<file path="config.mk">
export PLATFORM = sky130hd
export DESIGN_NAME = umcl_modem_lines
export DESIGN_NICKNAME = d
export VERILOG_FILES = /design/src/rtl/umcl_pkg.sv /design/src/rtl/umcl_sync.sv /design/src/rtl/umcl_modem_lines.sv
export VERILOG_INCLUDE_DIRS = /design/src /design/src/rtl
export SDC_FILE = /design/constraint.sdc
export NUM_CORES = 1
export LEC_CHECK = 0
export BUFFER_PORTS_ARGS = -buffer_cell sky130_fd_sc_hd__clkbuf_2
export CAP_MARGIN = 20
export CORE_AREA = 2 2 39 41
export CTS_BUF_LIST = sky130_fd_sc_hd__clkbuf_4
export DETAILED_ROUTE_END_ITERATION = 16
export DIE_AREA = 0 0 41 43
export PLACE_DENSITY = 0.62
export SYNTH_ARGS = -nofsm -noshare
export SYNTH_HDL_FRONTEND = slang
export SYNTH_HIERARCHICAL = 1
export SYNTH_SLANG_ARGS = --single-unit
</file>
<file path="constraint.sdc">
create_clock -name ref_clk_i -period 2.1 [get_ports ref_clk_i]
set_input_delay 0.21 -clock ref_clk_i [delete_from_list [all_inputs] [get_ports ref_clk_i]]
set_output_delay 0.21 -clock ref_clk_i [all_outputs]
set_load 0.02 [all_outputs]
</file>
<file path="src/rtl/umcl_defs.svh">
// constants for the modem control line block
`ifndef UMCL_DEFS_SVH
`define UMCL_DEFS_SVH

// ==========================================
// status byte field positions
`define UMCL_MSR_DCTS_BIT 0
`define UMCL_MSR_CTS_BIT 4
`define UMCL_MSR_WIDTH 8

// ==========================================
// reset values
`define UMCL_PIN_INACTIVE 1'b1
`define UMCL_MSR_RESET 8'h00

// ==========================================
// synchroniser depth
`define UMCL_SYNC_STAGES 2

`endif

</file>
<file path="src/rtl/umcl_pkg.sv">
// types for the modem control line block
package umcl_pkg;
  typedef enum logic [1:0] {
    UMCL_CTS_IDLE,
    UMCL_CTS_CHANGED
  } umcl_cts_state_t;
endpackage

</file>
<file path="src/rtl/umcl_sync.sv">
// multi-stage level synchroniser
`timescale 1ns/1ps
`default_nettype none
module umcl_sync #(
  parameter int STAGES = 2,
  parameter logic RESET_VAL = 1'b1
) (
  input wire logic ref_clk_i,
  input wire logic rst_i,
  input wire logic async_i,
  output logic sync_o
);
  logic [STAGES-1:0] chain_reg;

  // ==========================================
  // shift chain; only the last stage is seen outside
  always_ff @(posedge ref_clk_i) begin
    if (rst_i) begin
      chain_reg <= {STAGES{RESET_VAL}};
    end else begin
      chain_reg <= {chain_reg[STAGES-2:0], async_i};
    end
  end

  assign sync_o = chain_reg[STAGES-1];
endmodule // umcl_sync
`default_nettype wire

</file>
<file path="src/rtl/umcl_modem_lines.sv">
// modem handshake lines: terminal ready, request to send, clear to send status
// Function
// - terminal ready pin low when bit set
// - reset forces terminal ready high
// - loopback holds terminal ready high
// - clear-to-send state shown in status bit 4
// - delta flag on change, cleared by read
// - transmitter never gated by clear-to-send
// - interrupt on change when enabled
// - request to send low means ready
`timescale 1ns/1ps
`default_nettype none
`include "umcl_defs.svh"

module umcl_modem_lines #(
  parameter int SYNC_STAGES = `UMCL_SYNC_STAGES
) (
  input wire logic ref_clk_i,
  input wire logic rst_i,
  input wire logic dtr_bit_i,
  input wire logic rts_bit_i,
  input wire logic loopback_i,
  input wire logic msi_enable_i,
  input wire logic msr_read_i,
  input wire logic clear_to_send_in_n,
  output logic terminal_ready_out_n,
  output logic request_to_send_out_n,
  output logic [`UMCL_MSR_WIDTH-1:0] msr_o,
  output logic cts_change_irq_o
);
  // ==========================================
  // local constants and signals
  // pin slots; both output pins share one loop
  localparam int N_PINS = 2;
  localparam int PIN_DTR = 0;
  localparam int PIN_RTS = 1;

  logic [N_PINS-1:0] pin_bit;
  logic [N_PINS-1:0] pin_reg;
  logic cts_sync;
  logic cts_prev_reg;
  logic cts_change;
  logic dcts_reg;
  logic dcts_next;
  umcl_pkg::umcl_cts_state_t cts_state_reg;
  umcl_pkg::umcl_cts_state_t cts_state_next;
  logic [`UMCL_MSR_WIDTH-1:0] msr_next;
  logic pending;
  logic irq_next;

  // ==========================================
  // output pins
  // transmitter lives elsewhere and gets no gating from this block
  assign pin_bit[PIN_DTR] = dtr_bit_i;
  assign pin_bit[PIN_RTS] = rts_bit_i;

  // loopback parks both pins inactive so the modem never sees a
  // handshake while the port is talking to itself
  generate
    for (genvar g = 0; g < N_PINS; g++) begin : g_pin
      always_ff @(posedge ref_clk_i) begin
        if (rst_i) begin
          pin_reg[g] <= `UMCL_PIN_INACTIVE;
        end else begin
          pin_reg[g] <= loopback_i | ~pin_bit[g];
        end
      end
    end
  endgenerate

  // pins leave straight from their flops, with no gate after them
  assign terminal_ready_out_n = pin_reg[PIN_DTR];
  assign request_to_send_out_n = pin_reg[PIN_RTS];

  // ==========================================
  // clear-to-send input; the modem pulls it low when ready
  // the pin is asynchronous to us, so nothing may look at it
  // before the last flop of the chain
  umcl_sync #(
    .STAGES(SYNC_STAGES),
    .RESET_VAL(`UMCL_PIN_INACTIVE)
  ) u_cts_sync (
    .ref_clk_i(ref_clk_i),
    .rst_i(rst_i),
    .async_i(clear_to_send_in_n),
    .sync_o(cts_sync)
  );

  // previous synced level; it resets to the idle level of the pin so
  // that no false edge appears when reset lets go
  always_ff @(posedge ref_clk_i) begin
    if (rst_i) begin
      cts_prev_reg <= `UMCL_PIN_INACTIVE;
    end else begin
      cts_prev_reg <= cts_sync;
    end
  end

  assign cts_change = cts_sync ^ cts_prev_reg;

  // ==========================================
  // delta flag: a change in the read cycle wins over the clear, so a
  // change that lands on a read is still reported by the next read
  always_comb begin
    dcts_next = dcts_reg;
    if (cts_change) begin
      dcts_next = 1'b1;
    end else if (msr_read_i) begin
      dcts_next = 1'b0;
    end
  end

  always_ff @(posedge ref_clk_i) begin
    if (rst_i) begin
      dcts_reg <= 1'b0;
    end else begin
      dcts_reg <= dcts_next;
    end
  end

  // ==========================================
  // tracks whether a change is pending since the last read
  always_comb begin
    cts_state_next = cts_state_reg;
    case (cts_state_reg)
      umcl_pkg::UMCL_CTS_IDLE: begin
        if (cts_change) begin
          cts_state_next = umcl_pkg::UMCL_CTS_CHANGED;
        end
      end
      umcl_pkg::UMCL_CTS_CHANGED: begin
        if (msr_read_i && !cts_change) begin
          cts_state_next = umcl_pkg::UMCL_CTS_IDLE;
        end
      end
      default: begin
        cts_state_next = umcl_pkg::UMCL_CTS_IDLE;
      end
    endcase
  end

  always_ff @(posedge ref_clk_i) begin
    if (rst_i) begin
      cts_state_reg <= umcl_pkg::UMCL_CTS_IDLE;
    end else begin
      cts_state_reg <= cts_state_next;
    end
  end

  // ==========================================
  // status byte; unused bits read as zero
  always_comb begin
    msr_next = `UMCL_MSR_RESET;
    msr_next[`UMCL_MSR_CTS_BIT] = ~cts_sync;
    msr_next[`UMCL_MSR_DCTS_BIT] = dcts_reg;
  end

  always_ff @(posedge ref_clk_i) begin
    if (rst_i) begin
      msr_o <= `UMCL_MSR_RESET;
    end else begin
      msr_o <= msr_next;
    end
  end

  // ==========================================
  // interrupt level follows the pending delta while enabled; a level
  // rather than a pulse, so a late enable still reports the change
  assign pending = (cts_state_reg == umcl_pkg::UMCL_CTS_CHANGED);
  assign irq_next = msi_enable_i & pending;

  always_ff @(posedge ref_clk_i) begin
    if (rst_i) begin
      cts_change_irq_o <= 1'b0;
    end else begin
      cts_change_irq_o <= irq_next;
    end
  end
endmodule // umcl_modem_lines
`default_nettype wire

</file>
Yosys cells after proc, flatten, opt, wreduce, memory -nomap -nowiden
Cells that the tools add are included.
{"block": "word_totals", "ff_bits": 17, "in_bits": 8, "output_inout_bits": 11, "elab_cells": 29}
{"block": "op_classes", "n_eq_ne": 3, "muxes": 5, "n_bitwise": 7, "reduce_logical": 5}
{"op": "2-bit 2-to-1 mux", "count": 2}
{"op": "2-bit case mux with 2 select lines", "count": 1}
{"op": "1-bit NOT", "count": 3}
{"op": "2-bit by 1-bit == test with 1-bit output (second input constant)", "count": 1}
{"op": "2-bit logical NOT", "count": 1}
{"op": "1-bit 2-to-1 mux", "count": 2}
{"op": "2-bit by 1-bit != test with 1-bit output (second input constant)", "count": 1}
{"op": "2-bit != test (second input constant)", "count": 1}
{"op": "1-bit OR", "count": 2}
{"op": "2-bit AND reduction", "count": 1}
{"op": "2-bit nonzero test", "count": 1}
{"op": "1-bit bitwise AND", "count": 1}
{"op": "1-bit logical AND", "count": 1}
{"op": "1-bit logical NOT", "count": 1}
{"op": "1-bit bitwise XOR", "count": 1}

Longest topological paths before layout
{"block": "logic_depth", "word_depth": 5, "ltp_mapped": 2, "ltp_nobuf": 2}

Cells and area by module
The synthesis kept the hierarchy.
{"mod": "umcl_modem_lines", "instances": 1, "cells_each": 28, "area_per_inst_um2": 279.0, "seq_area_each_um2": 160.2}
{"mod": "umcl_sync", "instances": 1, "cells_each": 4, "area_per_inst_um2": 52.6, "seq_area_each_um2": 40.0}

Worst setup path before layout
Ideal clock, no wire load.
{"block": "synth_path", "path_type": "reg2reg", "from": "reg u_cts_sync.chain_reg[1]", "to": "reg cts_state_reg[0]", "setup_ps": 124, "arrival_time_ps": 542, "required_time_ps": 1976, "slack_ps": 1435, "stages_incl_launch_ff": 3, "n_path_buf": 0, "synth_period_minus_slack_ps": 665, "path_cell_list": "dfxtp_1 -> xnor2_1 -> a21oi_1"}
{"block": "synth_between", "elab_chain_cells": 5, "elab_cells_between_ends": 6, "cone_classes": "2 x eq/ne; 1 x bitwise; 3 x reduce/logical"}
{"item": "from (decl)", "line": "umcl_sync.sv:13", "text": "logic [STAGES-1:0] chain_reg;"}
{"item": "from (signal assigned)", "line": "umcl_sync.sv:19", "text": "chain_reg <= {STAGES{RESET_VAL}};"}
{"item": "from (signal assigned)", "line": "umcl_sync.sv:21", "text": "chain_reg <= {chain_reg[STAGES-2:0], async_i};"}
{"item": "1-bit bitwise XOR (*)", "line": "umcl_modem_lines.sv:99", "text": "assign cts_change = cts_sync ^ cts_prev_reg;"}
{"item": "1-bit logical NOT", "line": "umcl_modem_lines.sv:132", "text": "if (msr_read_i && !cts_change) begin"}
{"item": "1-bit logical AND", "line": "umcl_modem_lines.sv:132"}
{"item": "2-bit by 1-bit != test with 1-bit output (no source line)"}
{"item": "2-bit AND reduction (no source line) (*)"}
{"item": "to (signal assigned)", "line": "umcl_modem_lines.sv:144", "text": "cts_state_reg <= umcl_pkg::UMCL_CTS_IDLE;"}
{"item": "to (signal assigned)", "line": "umcl_modem_lines.sv:146", "text": "cts_state_reg <= cts_state_next;"}
{"item": "to (decl)", "line": "umcl_modem_lines.sv:45", "text": "umcl_pkg::umcl_cts_state_t cts_state_reg;"}
Every way passes the cells marked *; elsewhere a longest branch is shown, timed or not.
A chain may end at the register's enable or synchronous reset.

Final worst setup path
{"block": "layout_path", "from": "reg msr_o[4]", "to": "out msr_o[4]"}
{"item": "from (decl)", "line": "umcl_modem_lines.sv:28", "text": "output logic [`UMCL_MSR_WIDTH-1:0] msr_o,"}
{"item": "from (signal assigned)", "line": "umcl_modem_lines.sv:160", "text": "msr_o <= `UMCL_MSR_RESET;"}
{"item": "from (signal assigned)", "line": "umcl_modem_lines.sv:162", "text": "msr_o <= msr_next;"}
No word-level cell between the ends.

==> impl_metrics.csv <==
group,metric,value,unit
run_status,outcome,"finished, final reports clean",
global_routing,grt_max_degree,9,
floorplan,die_h,43,um
run,max_cap_viol_count,0,
yosys,netlist_area,331.6,sq um
timing,setup_ws,1.163,ns
clocking,cts_max_level,1,
floorplan,fp.dieW,41,um
hold_path,hp-start,"rts_bit_i",
routing,num_vias,226,
final_layout,final_cell_mix,"12 x clkbuf_2, 10 x dfxtp_1, 6 x conb_1",
yosys,synthCells,32,
pwr,p_total,0.3600,mW
routing,drt_pass1_iterations,1,
yosys,synth.distinct_cells,12,
clocking,postCtsSetupBuffers,0,
clocking,clkTransAtPathRegs,0.06,ns
timing,fin_crit_sh,44.63,%
timing,period_minus_slack,0.9372,ns
worst_setup_path,worst-path-max-fanout,1,
timing,tns,0,ns
worst_setup_path,cpPeakStageDelay,0.31,ns
final_layout,insertedDiodeCount,0,
worst_setup_path,cp.required,1.89,ns
worst_setup_path,worstSetupPathType,"register to output pin",
global_routing,grt_pass1_wl,690,um
clocking,cts_root_buffer,"clkbuf_4",
worst_setup_path,end_kind,"output pin",
timing,slew_viol_final,0,
hold_path,min_path_type,"input pin to register",
final_layout,syn_to_final_growth,24.15,%
worst_setup_path,reg2regPathDepth,2,
final_layout,layout_commonest_cell,"clkbuf_2",
clocking,cts_tree,"done",
clocking,cts.sink_count,10,
global_routing,gr-usage-all-layers,6.834,%
clocking,max-clock-path-buffers,2,
worst_setup_path,critPathBufInv,1,
pwr,p_leak,0.2042,nW
worst_setup_path,path_delay_family,"flip-flops",
routing,drt-initial-drc-count,0,
global_routing,antenna_found_initial,0,
clocking,cts_resized,0,
worst_setup_path,crit_slowest_cell,"dfxtp_1",
global_routing,grt-ovfl-total,0,
pwr,peakVddDrop,168.5,uV
timing,hold_viol,0,
routing,wirelength,474,um
timing,skew,0.004722,ns
yosys,synth_seq_area_share,60.38,%
worst_setup_path,timing.rr.end,"cts_state_reg[0]$_SDFFE_PP0P_",
routing,drt-wirelength-per-cell,7.524,um
yosys,postSynthAreaPerCell,10.36,sq um
placed_design,gp_congestion,0.5312,
pwr,power_density,874.5,nW/um^2
final_layout,nets,56,
floorplan,start_util,23.96,%
routing,viasPerCell,3.587,
clocking,insertion_delay,0.26,ns
worst_setup_path,reg2reg_from,"u_cts_sync/chain_reg[1]$_SDFF_PP1_",
floorplan,dieArea,1763,sq um
clocking,ctsHoldBuffers,0,
clocking,numCtsBuffers,3,
placed_design,portBuffers,12,
yosys,synth-seq-cells,10,
final_layout,drive_above_1_share,34.04,%
hold_path,hold_path_end,"request_to_send_out_n$_SDFF_PP1_",
worst_setup_path,cp.arrival,0.73,ns
floorplan,rows,14,
placed_design,post-place-ws,1.378,ns
worst_setup_path,r2r_slack,1.38,ns
timing,max_freq,1067,MHz
hold_path,hold_depth,2,
worst_setup_path,cp-start-kind,"register",
floorplan,io_pins,19,
timing,final-setup-viol-count,0,
routing,drcViolationCount,0,
yosys,yosysWarnings,6,
timing,rsz0062_at_grt,"no",
worst_setup_path,crit_chain,"clkbuf_2",
global_routing,first_global_vias,196,
floorplan,core-area,1384,sq um
routing,ant_nets,0,
-- layer usage --
| metal | share of wire, % | vias up | track usage (%) |
|---|---|---|---|
| met5 | 0 | - | 0 |
| met4 | 5.9 | 0 | 12.00 |
| met3 | 11 | 4 | 1.571 |
| met2 | 47 | 14 | 9.063 |
| met1 | 36 | 94 | 5.806 |
| li1 | - | 114 | - |
-- through the flow --
stage | instances | util [%] | cell area [sq um] | hold WS (ns)
after CTS | 63 | 29.75 | 411.6 | 0.08624
after global placement | 59 | 27.85 | 385.4 | 0.3604
after floorplan | 37 | - | 350.3 | 0.2719
final | 63 | 29.75 | 411.6 | 0.09529
after detailed placement | 59 | 27.85 | 385.4 | 0.3620
after global routing | 63 | 29.75 | 411.6 | 0.09563
-- power by group --
group / switching (mW) / internal, mW
clock network: 0.0594 / 0.0684
logic: 0.0208 / 0.0115
registers: 0.00259 / 0.197
total: 0.0829 / 0.277
-- worst max-delay path by stage --
stage          cells after the start                            end                                from
3_5_place_dp                       2  cts_state_reg[0]$_SDFFE_PP0P_  u_cts_sync/chain_reg[1]$_SDFF_PP1_
4_1_cts                            1                       msr_o[4]                 msr_o[4]$_SDFF_PP0_
3_3_place_gp                       2        cts_prev_reg$_SDFF_PP1_                               rst_i
2_1_floorplan                      2  cts_state_reg[0]$_SDFFE_PP0P_  u_cts_sync/chain_reg[1]$_SDFF_PP1_
5_1_grt                            1               cts_change_irq_o         cts_change_irq_o$_SDFF_PP0_
6_report                           1                       msr_o[4]                 msr_o[4]$_SDFF_PP0_
-- cell usage after synthesis --
cell	instances	area, sq um
inv_1	1	3.750
dfxtp_1	10	200.2
nand2b_1	2	12.51
or2_4	1	8.760
nand2_1	3	11.26
buf_4	6	45.04
xnor2_1	1	8.760
conb_1	1	3.750
nor2_1	2	7.510
a21oi_1	2	10.01
and2b_1	1	7.510
or2_1	2	12.51
-- final cells by class --
cell class | instances | area, sq um
inverter | 1 | 3.754
clock inverter | 1 | 3.754
fill | 155 | 972.2
sequential | 10 | 200.2
tap | 16 | 20.02
timing repair buffer | 12 | 60.06
multi-input combinational | 20 | 101.3
clock buffer | 3 | 22.52
-- logic make-up (layout without fill, tap and decap cells) --
kind of cell	count (synthesis)	in the layout	synth area share, %
compound gates	2	2	3.019
xor+xnor	1	1	2.642
buf+inv	7	17	14.71
flops	10	10	60.38
other cells	1	6	1.131
simple gates	11	11	18.11
No activity file was read; power rests on OpenSTA's default activity.
